==> config.mk <==
export PLATFORM = sky130hd
export DESIGN_NAME = mbs_sequencer
export DESIGN_NICKNAME = d
export VERILOG_FILES = /design/src/mbs_pkg.sv /design/src/mbs_sequencer.sv
export SDC_FILE = /design/constraint.sdc
export NUM_CORES = 1
export LEC_CHECK = 0
export BUFFER_PORTS_ARGS = -buffer_cell sky130_fd_sc_hd__buf_2
export CORE_UTILIZATION = 55
export CTS_BUF_LIST = sky130_fd_sc_hd__clkbuf_16
export CTS_CLUSTER_SIZE = 8
export DETAILED_ROUTE_END_ITERATION = 10
export HOLD_SLACK_MARGIN = 0.06
export MAX_ROUTING_LAYER = met4
export PLACE_DENSITY_LB_ADDON = 0.1
export SYNTH_ARGS = -nofsm -noshare
export SYNTH_HDL_FRONTEND = slang
export SYNTH_SLANG_ARGS = --single-unit
==> constraint.sdc <==
create_clock -name mclk -period 11.7 [get_ports mclk]
set_input_delay 1.17 -clock mclk [delete_from_list [all_inputs] [get_ports mclk]]
set_output_delay 1.17 -clock mclk [all_outputs]
set_load 0.01 [all_outputs]
==> src/mbs_pkg.sv <==
`default_nettype none
package mbs_pkg;

   // ----------------------------------------------------------------
   // timing
   // ----------------------------------------------------------------
   localparam int CLK_NS   = 8;
   localparam int TICK_NS  = 100_000_000;   // 0.1 s sequence tick
   localparam int TICK_CYC = TICK_NS / CLK_NS;

   // ----------------------------------------------------------------
   // register indices, byte offset is four times the index
   // ----------------------------------------------------------------
   localparam logic [3:0] R_CTRL   = 4'h0;
   localparam logic [3:0] R_PRE    = 4'h1;
   localparam logic [3:0] R_POST   = 4'h2;
   localparam logic [3:0] R_APPLY  = 4'h3;
   localparam logic [3:0] R_SPDDLY = 4'h4;
   localparam logic [3:0] R_TPTOUT = 4'h5;
   localparam logic [3:0] R_AACKT  = 4'h6;
   localparam logic [3:0] R_RACKT  = 4'h7;
   localparam logic [3:0] R_SPDTH  = 4'h8;
   localparam logic [3:0] R_TQLVL  = 4'h9;
   localparam logic [3:0] R_CURLO  = 4'hA;
   localparam logic [3:0] R_STAT   = 4'hB;
   localparam int         N_CFG    = 11;

   // ----------------------------------------------------------------
   // control and status fields
   // ----------------------------------------------------------------
   localparam int C_SEQ    = 0;
   localparam int C_CLOSED = 1;
   localparam int C_POSH   = 2;
   localparam int C_TPEN   = 3;
   localparam int C_ACKEN  = 4;
   localparam int S_TQF    = 2;
   localparam int S_RELF   = 3;
   localparam int S_ALARM  = 4;

   // ----------------------------------------------------------------
   // reset values, delays in 0.1 s ticks, levels in 0.1 units
   // ----------------------------------------------------------------
   localparam logic [15:0] CTRL_RST = 16'h0000;
   localparam logic [15:0] DLY_RST  = 16'h000A;
   localparam logic [15:0] TPT_RST  = 16'h0005;
   localparam logic [15:0] SPD_RST  = 16'h000A;
   localparam logic [15:0] TQL_RST  = 16'h00C8;
   localparam logic [15:0] CUR_RST  = 16'h0064;

   typedef enum logic {position_disabled_mode, rigid_feedforward_mode}
      mbs_pos_mode_t;
   typedef enum logic {pulse_generator_source, local_reference_source}
      mbs_pos_src_t;
   typedef enum logic [2:0] {st_idle, st_pre, st_rack, st_post, st_run,
      st_aack, st_adly} mbs_state_t;

   function automatic logic [15:0] mbs_cfg_rst(input int i);
      case (i)
         R_CTRL:  return CTRL_RST;
         R_TPTOUT: return TPT_RST;
         R_SPDTH: return SPD_RST;
         R_TQLVL: return TQL_RST;
         R_CURLO: return CUR_RST;
         default: return DLY_RST;
      endcase
   endfunction : mbs_cfg_rst

endpackage : mbs_pkg
`default_nettype wire

==> src/mbs_sequencer.sv <==
// Notes on behaviour
// - open loop: reversal keeps brake while running
// - closed loop: slow for apply-speed delay, then apply
// - open loop: pre-release delay under ramp hold
// - ramp hold kept through post-release delay
// - closed loop: zero speed reference until post ends
// - closed loop: apply delay holds zero speed and ramp
// - option 0: ramp hold only while inactive
// - option 1: position controller rigid, local, enabled
// - option falling: pulse source, controller disabled
// - torque proving precedes brake release
// - torque compared with proving level
// - proving timeout raises torque fault
// - torque proven status bit set
// - ack enabled: wait ack high, then post delay
// - ack enabled: wait ack low, then apply delay
// - ack disabled: delays only, input ignored
// - ack late falling sets apply alarm, hold
// - ack late rising raises release fault
// - brake output driven only when sequencing enabled
// - closed loop: low current applies brake at once
//
// The address map and the APB interface to the registers were chosen for this implementation.
`timescale 1ns/10ps
`default_nettype none
module mbs_sequencer
   import mbs_pkg::*;
#(
   parameter int TICK_CYCLES = TICK_CYC
)
(
   input  wire logic        mclk,
   input  wire logic        sys_rst,
   input  wire logic        psel,
   input  wire logic        penable,
   input  wire logic        pwrite,
   input  wire logic [7:0]  paddr,
   input  wire logic [31:0] pwdata,
   output logic      [31:0] prdata,
   output logic             pready,
   output logic             pslverr,
   input  wire logic        drive_enable,
   input  wire logic        run_reference_on,
   input  wire logic        stop_demand,
   input  wire logic [15:0] motor_speed,
   input  wire logic [15:0] out_torque,
   input  wire logic [15:0] motor_current,
   input  wire logic        brake_ack_input,
   output logic             brake_release_out,
   output logic             ramp_hold,
   output logic             zero_speed_hold,
   output logic             speed_ref_zero,
   output var mbs_pos_mode_t position_ctrl_mode,
   output var mbs_pos_src_t  position_ref_source,
   output logic             local_position_enable,
   output logic             torque_proven_status,
   output logic             torque_fault,
   output logic             release_fault,
   output logic             apply_alarm_flag
);

   // ----------------------------------------------------------------
   // register bus decode
   // ----------------------------------------------------------------
   logic [15:0] cfg [N_CFG];
   wire         acc    = psel & penable;
   wire         done   = acc & pready;
   wire         wr     = done & pwrite;
   wire  [3:0]  idx    = paddr[5:2];
   wire         mapped = (paddr[7:6] == 2'b00) && (paddr[1:0] == 2'b00)
                         && (idx <= R_STAT);
   wire         wr_st  = wr && mapped && (idx == R_STAT);

   wire         seq_en  = cfg[R_CTRL][C_SEQ];
   wire         closed  = cfg[R_CTRL][C_CLOSED];
   wire         posh    = cfg[R_CTRL][C_POSH];
   wire         tp_en   = cfg[R_CTRL][C_TPEN];
   wire         ack_en  = cfg[R_CTRL][C_ACKEN];

   mbs_state_t  state;
   mbs_state_t  next_state;

   wire  [15:0] stat_w = {8'h00, 3'(state), apply_alarm_flag,
                          release_fault, torque_fault,
                          torque_proven_status, brake_release_out};
   wire  [15:0] rd_w   = (idx == R_STAT) ? stat_w
                        : (mapped ? cfg[idx] : 16'h0000);

   always_ff @(posedge mclk or posedge sys_rst)
   begin
      if (sys_rst)
      begin
         pready  <= 1'b0;
         pslverr <= 1'b0;
         prdata  <= 32'h00000000;
      end
      else
      begin
         // one wait state: ready follows the first access cycle
         pready  <= acc & ~pready;
         pslverr <= acc & ~pready & ~mapped;
         if (acc & ~pready)
            prdata <= mapped ? {16'h0000, rd_w} : 32'h00000000;
      end
   end

   genvar gi;
   generate
      for (gi = 0; gi < N_CFG; gi++)
      begin : g_cfg
         always_ff @(posedge mclk or posedge sys_rst)
         begin
            if (sys_rst)
               cfg[gi] <= mbs_cfg_rst(gi);
            else if (wr && mapped && (idx == 4'(gi)))
               cfg[gi] <= pwdata[15:0];
         end
      end
   endgenerate

   // ----------------------------------------------------------------
   // tick and counters
   // ----------------------------------------------------------------
   logic [31:0] tdiv;
   logic        tick;
   logic [15:0] cnt;
   logic [15:0] spd_cnt;

   always_ff @(posedge mclk or posedge sys_rst)
   begin
      if (sys_rst)
      begin
         tdiv <= 32'h00000000;
         tick <= 1'b0;
      end
      else if (tdiv == 32'(TICK_CYCLES - 1))
      begin
         tdiv <= 32'h00000000;
         tick <= 1'b1;
      end
      else
      begin
         tdiv <= tdiv + 32'h00000001;
         tick <= 1'b0;
      end
   end

   wire spd_low  = motor_speed < cfg[R_SPDTH];
   wire cur_low  = closed && (motor_current < cfg[R_CURLO]);
   wire tq_ok    = out_torque >= cfg[R_TQLVL];
   wire proven   = torque_proven_status | tq_ok;
   wire abort    = ~drive_enable | ~run_reference_on;
   wire pre_done = closed | (cnt >= cfg[R_PRE]);
   wire tp_fail  = tp_en && !proven && (cnt >= cfg[R_TPTOUT]);
   wire rack_to  = cnt >= cfg[R_RACKT];
   wire aack_to  = cnt >= cfg[R_AACKT];
   wire spd_held = spd_cnt >= cfg[R_SPDDLY];
   // closed loop waits for a stopped demand held slow; open loop
   // keeps the brake open while the run reference stays set and stop_demand is low
   wire stop_ok  = closed ? (~run_reference_on & spd_held)
                 : (spd_low & (stop_demand | ~run_reference_on));

   always_ff @(posedge mclk or posedge sys_rst)
   begin
      if (sys_rst)
      begin
         cnt     <= 16'h0000;
         spd_cnt <= 16'h0000;
      end
      else
      begin
         if (next_state != state)
            cnt <= 16'h0000;
         else if (tick && cnt != 16'hFFFF)
            cnt <= cnt + 16'h0001;
         if (!spd_low)
            spd_cnt <= 16'h0000;
         else if (tick && spd_cnt != 16'hFFFF)
            spd_cnt <= spd_cnt + 16'h0001;
      end
   end

   // ----------------------------------------------------------------
   // sequence
   // ----------------------------------------------------------------
   always_comb
   begin
      next_state = state;
      if (!seq_en)
         next_state = st_idle;
      else
         unique case (state)
            st_idle:
               if (drive_enable && run_reference_on)
                  next_state = st_pre;
            st_pre:
               if (abort || tp_fail)
                  next_state = st_idle;
               else if (pre_done && (!tp_en || proven))
                  next_state = st_rack;
            st_rack:
               if (abort || cur_low)
                  next_state = st_aack;
               else if (!ack_en || brake_ack_input)
                  next_state = st_post;
               else if (rack_to)
                  next_state = st_aack;
            st_post:
               if (abort || cur_low)
                  next_state = st_aack;
               else if (cnt >= cfg[R_POST])
                  next_state = st_run;
            st_run:
               if (!drive_enable || cur_low || stop_ok)
                  next_state = st_aack;
            st_aack:
               if (!ack_en || !brake_ack_input)
                  next_state = st_adly;
            st_adly:
               if (cnt >= cfg[R_APPLY])
                  next_state = st_idle;
         endcase
   end

   wire rel_n  = next_state inside {st_rack, st_post, st_run};
   wire app_n  = next_state inside {st_aack, st_adly};
   wire hold_n = seq_en && ((next_state inside {st_idle, st_pre,
                 st_rack, st_post}) || (closed && app_n));
   wire zero_n = seq_en && closed && (app_n || (next_state inside
                 {st_pre, st_rack, st_post}));

   wire tq_ev  = seq_en && state == st_pre && !abort && tp_fail;
   wire rel_ev = seq_en && state == st_rack && !abort && !cur_low
                 && ack_en && !brake_ack_input && rack_to;
   wire al_ev  = seq_en && state == st_aack && ack_en
                 && brake_ack_input && aack_to;

   always_ff @(posedge mclk or posedge sys_rst)
   begin
      if (sys_rst)
      begin
         state                <= st_idle;
         brake_release_out    <= 1'b0;
         ramp_hold            <= 1'b0;
         zero_speed_hold      <= 1'b0;
         speed_ref_zero       <= 1'b0;
         torque_proven_status <= 1'b0;
         torque_fault         <= 1'b0;
         release_fault        <= 1'b0;
         apply_alarm_flag     <= 1'b0;
      end
      else
      begin
         state             <= next_state;
         brake_release_out <= rel_n;
         ramp_hold         <= hold_n;
         zero_speed_hold   <= seq_en && closed && app_n;
         speed_ref_zero    <= zero_n;
         torque_proven_status <= (torque_proven_status
            && next_state != st_idle) || (state == st_pre && tq_ok);
         // events win over a software clear in the same cycle
         torque_fault  <= tq_ev | (torque_fault
                          & ~(wr_st & pwdata[S_TQF]));
         release_fault <= rel_ev | (release_fault
                          & ~(wr_st & pwdata[S_RELF]));
         apply_alarm_flag <= al_ev | (apply_alarm_flag
                          & ~(wr_st & pwdata[S_ALARM]));
      end
   end

   // ----------------------------------------------------------------
   // position controller hand-off
   // ----------------------------------------------------------------
   logic posh_q;
   wire  posh_fall = posh_q & ~posh;

   always_ff @(posedge mclk or posedge sys_rst)
   begin
      if (sys_rst)
      begin
         posh_q                <= 1'b0;
         position_ctrl_mode    <= position_disabled_mode;
         position_ref_source   <= pulse_generator_source;
         local_position_enable <= 1'b0;
      end
      else
      begin
         posh_q <= posh;
         if (posh_fall)
         begin
            position_ctrl_mode    <= position_disabled_mode;
            position_ref_source   <= pulse_generator_source;
            local_position_enable <= 1'b0;
         end
         else if (posh)
         begin
            local_position_enable <= hold_n;
            if (hold_n)
            begin
               position_ctrl_mode  <= rigid_feedforward_mode;
               position_ref_source <= local_reference_source;
            end
         end
      end
   end
endmodule : mbs_sequencer
`default_nettype wire

==> impl_metrics.env, run 1 <==
export IMPL_routed_wl_mm=42.1
export IMPL_synth_area_leaders="dfrtp_1 38%, ha_1 12%, mux2_2 11%"
export IMPL_initial_core_util=0.558
export IMPL_ir_drop_v=0.000104
export IMPL_port_buffers=109
export IMPL_synth_edf_count=0
export IMPL_grt_pass1_wl_mm=66.6
export IMPL_fin_crit_sh=0.381
export IMPL_crit_path_end_kind="flip-flop"
export IMPL_cts_tree="done"
export IMPL_drv_cap=0
export IMPL_async_reset_ff_frac=1.00
export IMPL_fp_dieW_um=175
export IMPL_report_final_slew_viol_count=0
export IMPL_status="finished clean"
export IMPL_fin_skew_ps=18.6
export IMPL_finalSetupViolCount=0
export IMPL_p_per_area_mw_per_mm2=114
export IMPL_coreArea_mm2=0.0296
export IMPL_drc_errors=0
export IMPL_netlist_area_leader_share=0.380
export IMPL_via_per_inst=5.85
export IMPL_reg2reg_slack_ps=7240
export IMPL_track_usage=0.289
export IMPL_cts_resized=0
export IMPL_crit_type="reg2reg"
export IMPL_routedWlPerCell_um=20.4
export IMPL_netlist_area_mm2=0.0165
export IMPL_worstSkewPairLatency_ps=520
export IMPL_cts_hold_buf=0
export IMPL_worstPathRequired_ps=12050
export IMPL_grt_max_degree=164
export IMPL_fill_cells=2516
export IMPL_cp_arrival_ps=4810
export IMPL_grt_pass1_vias=12200
export IMPL_clock_tree_root_cell="clkbuf_16"
export IMPL_yosysWarnings=0
export IMPL_dr_first_iter_drc_count=759
export IMPL_yosysMostFrequentCell="dfrtp_1"
export IMPL_place_gp_congestion=0.889
export IMPL_ys_flop_type="dfrtp_1"
export IMPL_hp_class="reg2reg"
export IMPL_leakage_nw=8.75
export IMPL_finalNetCount=1912
export IMPL_die_y_um=175
export IMPL_design_die_area_mm2=0.0308
export IMPL_clk_pin_slew_ps=50
export IMPL_yosysUniqueCellTypes=81
export IMPL_ys_seq_area_frac=0.415
export IMPL_drive_above_1_share=0.241
export IMPL_cp_max_fo=16
export IMPL_io_pins=142
export IMPL_vias=12100
export IMPL_rows=63
export IMPL_worst_pin_slew_ps=1170
export IMPL_ant_nets=0
export IMPL_tns_ps=0
export IMPL_slew_headroom=0.221
export IMPL_clock_path_buffers=3
export IMPL_synth_top_area_cell="dfrtp_1"
export IMPL_overflow=0
export IMPL_stdcell_area_mm2=0.0184
export IMPL_antenna_found_initial=2
export IMPL_dpl_cell_area_mm2=0.0173
export IMPL_synth_common_cells="251 x dfrtp_1, 169 x inv_1, 162 x mux2_2"
export IMPL_yosys_register_bits=273
export IMPL_max_freq_mhz=224
export IMPL_syn_inst=1564
export IMPL_clock_sinks=273
export IMPL_dp_hpwl_mm=30.2
export IMPL_postCtsSetupRepairBufs=0
export IMPL_layout_area_overhead_vs_synth_pct=11.2
export IMPL_fin_crit_ps=4460
export IMPL_rsz0062_at_grt="false"
export IMPL_cp_start_kind="flip-flop"
export IMPL_hold_viol=0
export IMPL_cts_buffers=40
export IMPL_syn_area_per_cell_um2=10.6
export IMPL_dr_pass1_iters=5
export IMPL_h_tree_depth=2
==> where the power goes <==
part | switching (W) | internal [W]
sequential | 0.00000190 | 0.000949
combinational | 0.0000793 | 0.0000375
clock | 0.000417 | 0.000610
==> cells by family (layout without fill, tap and decap cells) <==
kind of cell / count (synthesis) / count (layout) / share of synthesized area
adder cells (fa/ha/maj): 161 / 161 / 0.122
AO/OA/AOI/OAI: 259 / 259 / 0.101
AND/OR/NAND/NOR: 348 / 348 / 0.103
buffers and inverters: 250 / 344 / 0.0626
multiplexers: 213 / 213 / 0.165
flip-flops: 273 / 273 / 0.415
other: 1 / 19 / 0.000227
XOR/XNOR: 59 / 59 / 0.0312
==> critical path, stage by stage, from the launching register on <==
cell and delay, ps:
dfrtp_1 390, inv_1 240, ha_1 290, nand2b_1 130
a211oi_1 370, o211ai_1 260, a311oi_1 590, nand3b_1 260
a31oi_1 110, a2111oi_2 540, o22ai_2 140, o21ai_2 830
nor2_1 110
==> metal layers <==
layer  share of wire  vias to the layer above  GRT usage  wire length, um
li1                -                     5696          -                -
met1            0.46                     6000      0.387            19300
met2            0.46                      295      0.443            19300
met3           0.043                       92     0.0448             1810
met4           0.038                        0      0.111             1610
met5               0                        -          -                0
==> cells in the final DEF (no fill, tap or decap), types with 16 or more instances in the layout <==
master,Yosys,final
xor2_1,29,29
ha_1,161,161
mux2i_1,18,18
clkbuf_16,0,40
dfrtp_1,251,251
mux2_2,162,162
buf_2,1,109
xnor2_1,30,30
inv_1,169,186
nor2_1,86,86
dfstp_2,22,22
nand4_1,29,29
a21oi_1,77,77
nand2_1,100,100
o21ai_0,67,67
nand2b_1,20,20
nand3_1,37,37
conb_1,1,16
mux4_2,32,32
==> sequential cells by signal, indices dropped and copies added, names as in the netlist <==
register               flops
cfg                      175
torque_proven_status       1
cnt                       16
tdiv                      32
speed_ref_zero             1
pslverr                    1
prdata                    16
release_fault              1
tick                       1
state                      3
apply_alarm_flag           1
position_ref_source        1
ack_en                     1
brake_release_out          1
spd_cnt                   16
torque_fault               1
posh_q                     1
local_position_enable      1
pready                     1
zero_speed_hold            1
ramp_hold                  1
==> area by class of cell <==
| class | count | area [um2] | area share |
|---|---|---|---|
| sequential | 273 | 6860 | 0.373 |
| tap | 390 | 488 | 0.0265 |
| clock inverter | 21 | 100 | 0.00544 |
| multi-input combinational | 1056 | 8710 | 0.473 |
| clock buffer | 40 | 1000 | 0.0544 |
| inverter | 169 | 642 | 0.0349 |
| timing repair buffer | 114 | 596 | 0.0324 |
| antenna | 3 | 7.51 | 0.000408 |
==> worst paths after layout <==
kind,start,end,cells after the start
setup / recovery,cnt[0],cnt[13],12
hold reg to reg,tdiv[0],tdiv[0],1
hold / removal,tdiv[0],tdiv[0],1
min in group asynchronous,sys_rst,posh_q,2
max in group asynchronous,sys_rst,spd_cnt[3],3
setup reg to reg,cnt[0],cnt[13],12
==> per-stage QoR <==
stage               instances  setup slack, ps   util  total power, W  hold slack [ps]
floorplan                1579             3040      -         0.00104              433
global placement         2002             7080  0.583         0.00108              450
detailed placement       2002             7010  0.583         0.00108              463
CTS                      2063             7290  0.621         0.00211              469
global route             2065             7050  0.621         0.00216              492
finish                   2066             7240  0.621         0.00209              464
(Power assumes the default switching activity.)
==> inputs of run 2 (changes only) <==
==> constraint.sdc (replaced) <==
create_clock -name mclk -period 3.6 [get_ports mclk]
set_input_delay 0.36 -clock mclk [delete_from_list [all_inputs] [get_ports mclk]]
set_output_delay 0.36 -clock mclk [all_outputs]
set_load 0.01 [all_outputs]
==> impl_metrics.env, run 2 (same netlist as run 1, synthesis figures left out) <==
export IMPL_place_gp_congestion=0.919
export IMPL_report_final_slew_viol_count=0
export IMPL_hp_start="paddr[4]"
export IMPL_dr_first_iter_drc_count=828
export IMPL_max_freq_mhz=286
export IMPL_io_pins=142
export IMPL_top_usage_layer="met2"
export IMPL_clock_sinks=273
export IMPL_routedWlPerCell_um=20.3
export IMPL_ant_nets=0
export IMPL_cp_max_fo=16
export IMPL_track_usage=0.295
export IMPL_fin_crit_ps=3500
export IMPL_worstSkewPairLatency_ps=530
export IMPL_leakage_nw=9.01
export IMPL_cts_tree="done"
export IMPL_clk_pin_slew_ps=60
export IMPL_mostFrequentLayoutCells="251 x dfrtp_1, 184 x inv_1, 162 x mux2_2, 161 x ha_1, 109 x buf_2"
export IMPL_ir_drop_v=0.000278
export IMPL_crit_type="reg2reg"
export IMPL_via_per_inst=5.84
export IMPL_vias=12400
export IMPL_dp_hpwl_mm=31.4
export IMPL_status="finished clean"
export IMPL_fin_skew_ps=25.4
export IMPL_instances_no_fill=2114
export IMPL_port_buffers=109
export IMPL_initial_core_util=0.558
export IMPL_worst_pin_slew_ps=851
export IMPL_grt_max_degree=80
export IMPL_hp_class="in2reg"
export IMPL_crit_path_start="cfg[80]"
export IMPL_p_per_area_mw_per_mm2=361
export IMPL_crit_path_end_kind="flip-flop"
export IMPL_reg_top3="cfg x175, tdiv x32"
export IMPL_slew_headroom=0.427
export IMPL_use_met1=0.402
export IMPL_cp_start_kind="flip-flop"
export IMPL_grt_pass1_vias=12400
export IMPL_rows=63
export IMPL_drv_cap=0
export IMPL_stdcell_area_mm2=0.0189
export IMPL_clock_tree_root_cell="clkbuf_16"
export IMPL_drc_errors=0
export IMPL_design_die_area_mm2=0.0308
export IMPL_drive_above_1_share=0.264
export IMPL_grt_pass1_wl_mm=68.0
export IMPL_layout_area_overhead_vs_synth_pct=14.1
export IMPL_coreArea_mm2=0.0296
export IMPL_layout_commonest_cell="dfrtp_1"
export IMPL_hold_viol=0
export IMPL_clock_path_buffers=3
export IMPL_fp_dieW_um=175
export IMPL_r2r_start="cfg[80]"
export IMPL_h_tree_depth=2
export IMPL_cts_buffers=40
export IMPL_tns_ps=0
export IMPL_dr_pass1_iters=5
export IMPL_finalSetupViolCount=0
export IMPL_fin_crit_sh=0.972
export IMPL_cp_arrival_ps=3950
export IMPL_routed_wl_mm=43.0
export IMPL_largest_reg_flops=175
export IMPL_max_flop_register="cfg"
export IMPL_dp_cells=2051
export IMPL_gr_usage_met3=0.0340
export IMPL_use_met2=0.464
export IMPL_dpl_cell_area_mm2=0.0177
export IMPL_p_total_w=0.00682
export IMPL_antenna_found_initial=1
export IMPL_worstPathRequired_ps=4050
export IMPL_overflow=0
export IMPL_finalNetCount=1962
export IMPL_die_y_um=175
run 2: power breakdown:
| group | total, W | switching [W] | internal [W] |
|---|---|---|---|
| sequential | 0.00309 | 0.00000586 | 0.00308 |
| clock | 0.00333 | 0.00135 | 0.00198 |
| combinational | 0.000404 | 0.000265 | 0.000138 |
run 2: layout make-up:
type,instances,area (um2)
multi-input combinational,1056,8750
tap,390,488
timing repair buffer,164,1040
sequential,273,6860
clock inverter,21,100
antenna,1,2.50
clock buffer,40,1000
inverter,169,638
fill,2484,10800
run 2: metal layers:
| metal | wire length, um | part of all wire | vias to the layer above |
|---|---|---|---|
| li1 | - | - | 5790 |
| met1 | 19900 | 0.46 | 6147 |
| met2 | 20000 | 0.47 | 332 |
| met3 | 1930 | 0.045 | 81 |
| met4 | 1160 | 0.027 | 0 |
| met5 | 0 | 0 | - |
run 2: path summary, 6_finish.rpt:
path / slack [ps] / endpoint / cells after the start
setup reg to reg: 100 / cnt[15] / 13
hold / removal: 150 / pslverr / 3
max in group asynchronous: 2000 / cfg[11] / 5
hold reg to reg: 460 / tdiv[0] / 1
min in group asynchronous: 550 / local_position_enable / 3
setup / recovery: 100 / cnt[15] / 13
run 2: stage by stage:
stage | utilization | setup slack, ps | hold slack, ps
after floorplan | - | -351 | 433
after global placement | 0.598 | 81.5 | 449
after detailed placement | 0.598 | 35.3 | 452
after CTS | 0.635 | 106 | 146
after global routing | 0.637 | -2.64 | 192
final | 0.637 | 99.3 | 152
run 2: critical path: stages (launching register included):
cell and delay (ps):
dfstp_2 540, ha_1 220, nand2b_1 170, a211oi_2 260
o211ai_1 190, a221o_1 480, mux2_1 320, or4_1 420
o2111ai_2 130, buf_4 170, xnor2_1 120, o21ai_2 110
buf_12 170, nor2_1 120
run 2: repair_timing:
action                                  in CTS  in global routing
setup buffers                                0                  0
hold buffers                                 1                  0
hold endpoints to repair                    23                  0
endpoints found under the setup margin       0                 18
resized for setup                            0                  6
==> inputs of run 3 (changes only) <==
--- a/config.mk
+++ b/config.mk
@@ -6,6 +6,7 @@
 export NUM_CORES = 1
 export LEC_CHECK = 0
 export BUFFER_PORTS_ARGS = -buffer_cell sky130_fd_sc_hd__buf_2
+export CORE_MARGIN = 1.5
 export CORE_UTILIZATION = 55
 export CTS_BUF_LIST = sky130_fd_sc_hd__clkbuf_16
 export CTS_CLUSTER_SIZE = 8
==> impl_metrics.env, run 3 (same netlist as run 1, synthesis figures left out) <==
export IMPL_clk_pin_slew_ps=50
export IMPL_io_pins=142
export IMPL_h_tree_depth=2
export IMPL_grt_pass1_wl_mm=68.7
export IMPL_hold_viol=0
export IMPL_reg2reg_slack_ps=90
export IMPL_max_freq_mhz=285
export IMPL_fin_ws_ps=91.0
export IMPL_slew_headroom=0.458
export IMPL_track_usage=0.295
export IMPL_layout_area_overhead_vs_synth_pct=14.2
export IMPL_worstSkewPairLatency_ps=530
export IMPL_worstPathRequired_ps=4010
export IMPL_crit_path_end_kind="flip-flop"
export IMPL_power_switching_w=0.00164
export IMPL_drv_cap=0
export IMPL_finalSetupViolCount=0
export IMPL_report_final_slew_viol_count=0
export IMPL_fill_cells=2454
export IMPL_dp_hpwl_mm=31.6
export IMPL_design_die_area_mm2=0.0311
export IMPL_clock_path_buffers=3
export IMPL_mostFrequentLayoutCells="250 x dfrtp_1, 186 x inv_1, 162 x mux2_2, 160 x ha_1, 109 x buf_2"
export IMPL_utilization=0.638
export IMPL_die_y_um=176
export IMPL_antenna_found_initial=2
export IMPL_ant_nets=0
export IMPL_routed_wl_mm=43.3
export IMPL_dp_slack_ps=67.6
export IMPL_fin_skew_ps=23.3
export IMPL_cts_buffers=40
export IMPL_finalNetCount=1962
export IMPL_pwr_share_seq=0.452
export IMPL_status="finished clean"
export IMPL_via_per_inst=5.81
export IMPL_hp_class="in2reg"
export IMPL_coreArea_mm2=0.0296
export IMPL_max_flop_register="cfg"
export IMPL_reg_top3="cfg x175, tdiv x32"
export IMPL_fin_crit_sh=0.975
export IMPL_clkPwrFrac=0.489
export IMPL_leakage_nw=9.01
export IMPL_worst_pin_slew_ps=804
export IMPL_grt_max_degree=104
export IMPL_port_buffers=109
export IMPL_p_sw_frac=0.239
export IMPL_layout_commonest_cell="dfrtp_1"
export IMPL_multi_input_area_mm2=0.00878
export IMPL_overflow=0
export IMPL_clock_sinks=273
export IMPL_fp_dieW_um=176
export IMPL_drive_above_1_share=0.265
export IMPL_initial_core_util=0.558
export IMPL_routedWlPerCell_um=20.5
export IMPL_cp_arrival_ps=3920
export IMPL_seq_area_mm2=0.00686
export IMPL_p_per_area_mw_per_mm2=362
export IMPL_grt_pass1_vias=12400
export IMPL_combPwrFrac=0.059
export IMPL_drc_errors=0
export IMPL_internal_power_w=0.00520
export IMPL_crit_type="reg2reg"
export IMPL_clock_tree_root_cell="clkbuf_16"
export IMPL_dr_pass1_iters=5
export IMPL_cts_tree="done"
export IMPL_ir_drop_v=0.000332
export IMPL_dr_first_iter_drc_count=860
export IMPL_fin_crit_ps=3510
export IMPL_vias=12300
export IMPL_rows=63
export IMPL_place_gp_congestion=0.877
export IMPL_cp_max_fo=3
export IMPL_cp_start_kind="flip-flop"
export IMPL_largest_reg_flops=175
## run 3: routing by layer
layer / part of all wire / vias up / global-route usage
met4: 0.031 / 0 / 0.101
met2: 0.46 / 300 / 0.459
met5: 0 / - / -
met3: 0.041 / 83 / 0.0411
met1: 0.46 / 6114 / 0.399
li1: - / 5786 / -
## run 3: repair_timing
item	CTS	global route
setup buffers	0	1
hold endpoints to repair	14	0
resized for setup	0	10
hold buffers	1	0
endpoints found under the setup margin	0	21
## run 3: power groups by stage
stage	Sequential [W]	Combinational, W	Clock, W
finish	0.00309	0.000402	0.00335
detailed placement	0.00314	0.000399	0
CTS	0.00309	0.000401	0.00341
floorplan	0.00314	0.000245	0
global placement	0.00314	0.000393	0
global route	0.00309	0.000444	0.00356
## run 3: worst paths after layout
| kind | start | end | cells after the start |
|---|---|---|---|
| worst max register to register | cfg[29] | local_position_enable | 12 |
| worst max-delay path | cfg[29] | local_position_enable | 12 |
| worst min register to register | tdiv[0] | tdiv[0] | 1 |
| min in group asynchronous | sys_rst | cfg[3] | 3 |
| max in group asynchronous | sys_rst | cfg[89] | 4 |
| worst min-delay path | paddr[4] | pslverr | 3 |
## run 3: metrics by stage
stage	cell area (um2)	total power, W	TNS, ps	hold slack, ps	instances
final	18900	0.00684	0	196	2115
after global routing	18900	0.00709	-860	207	2115
after CTS	18800	0.00690	0	186	2112
after detailed placement	17700	0.00354	0	448	2050
after global placement	17700	0.00353	0	444	2050
after floorplan	16600	0.00339	-88210	433	1579
## run 3: layout make-up
class                           instances  share of cell area
Clock inverter                         21             0.00536
Clock buffer                           40              0.0530
Antenna cell                            2            0.000265
Tap cell                              390              0.0258
Multi-Input combinational cell       1056               0.464
Sequential cell                       273               0.363
Inverter                              169              0.0338
Timing Repair Buffer                  164              0.0544
## run 3: worst max-delay path, stage by stage, from the launching register on
cell and delay, ps:
dfrtp_1 340, inv_1 60, ha_1 280, nand4_1 200, or3_4 420, a2111oi_4 420
nor4_4 110, mux2_1 350, or4_4 430, o2111ai_4 140, xnor2_1 200, o21ai_2 150
a32o_2 290
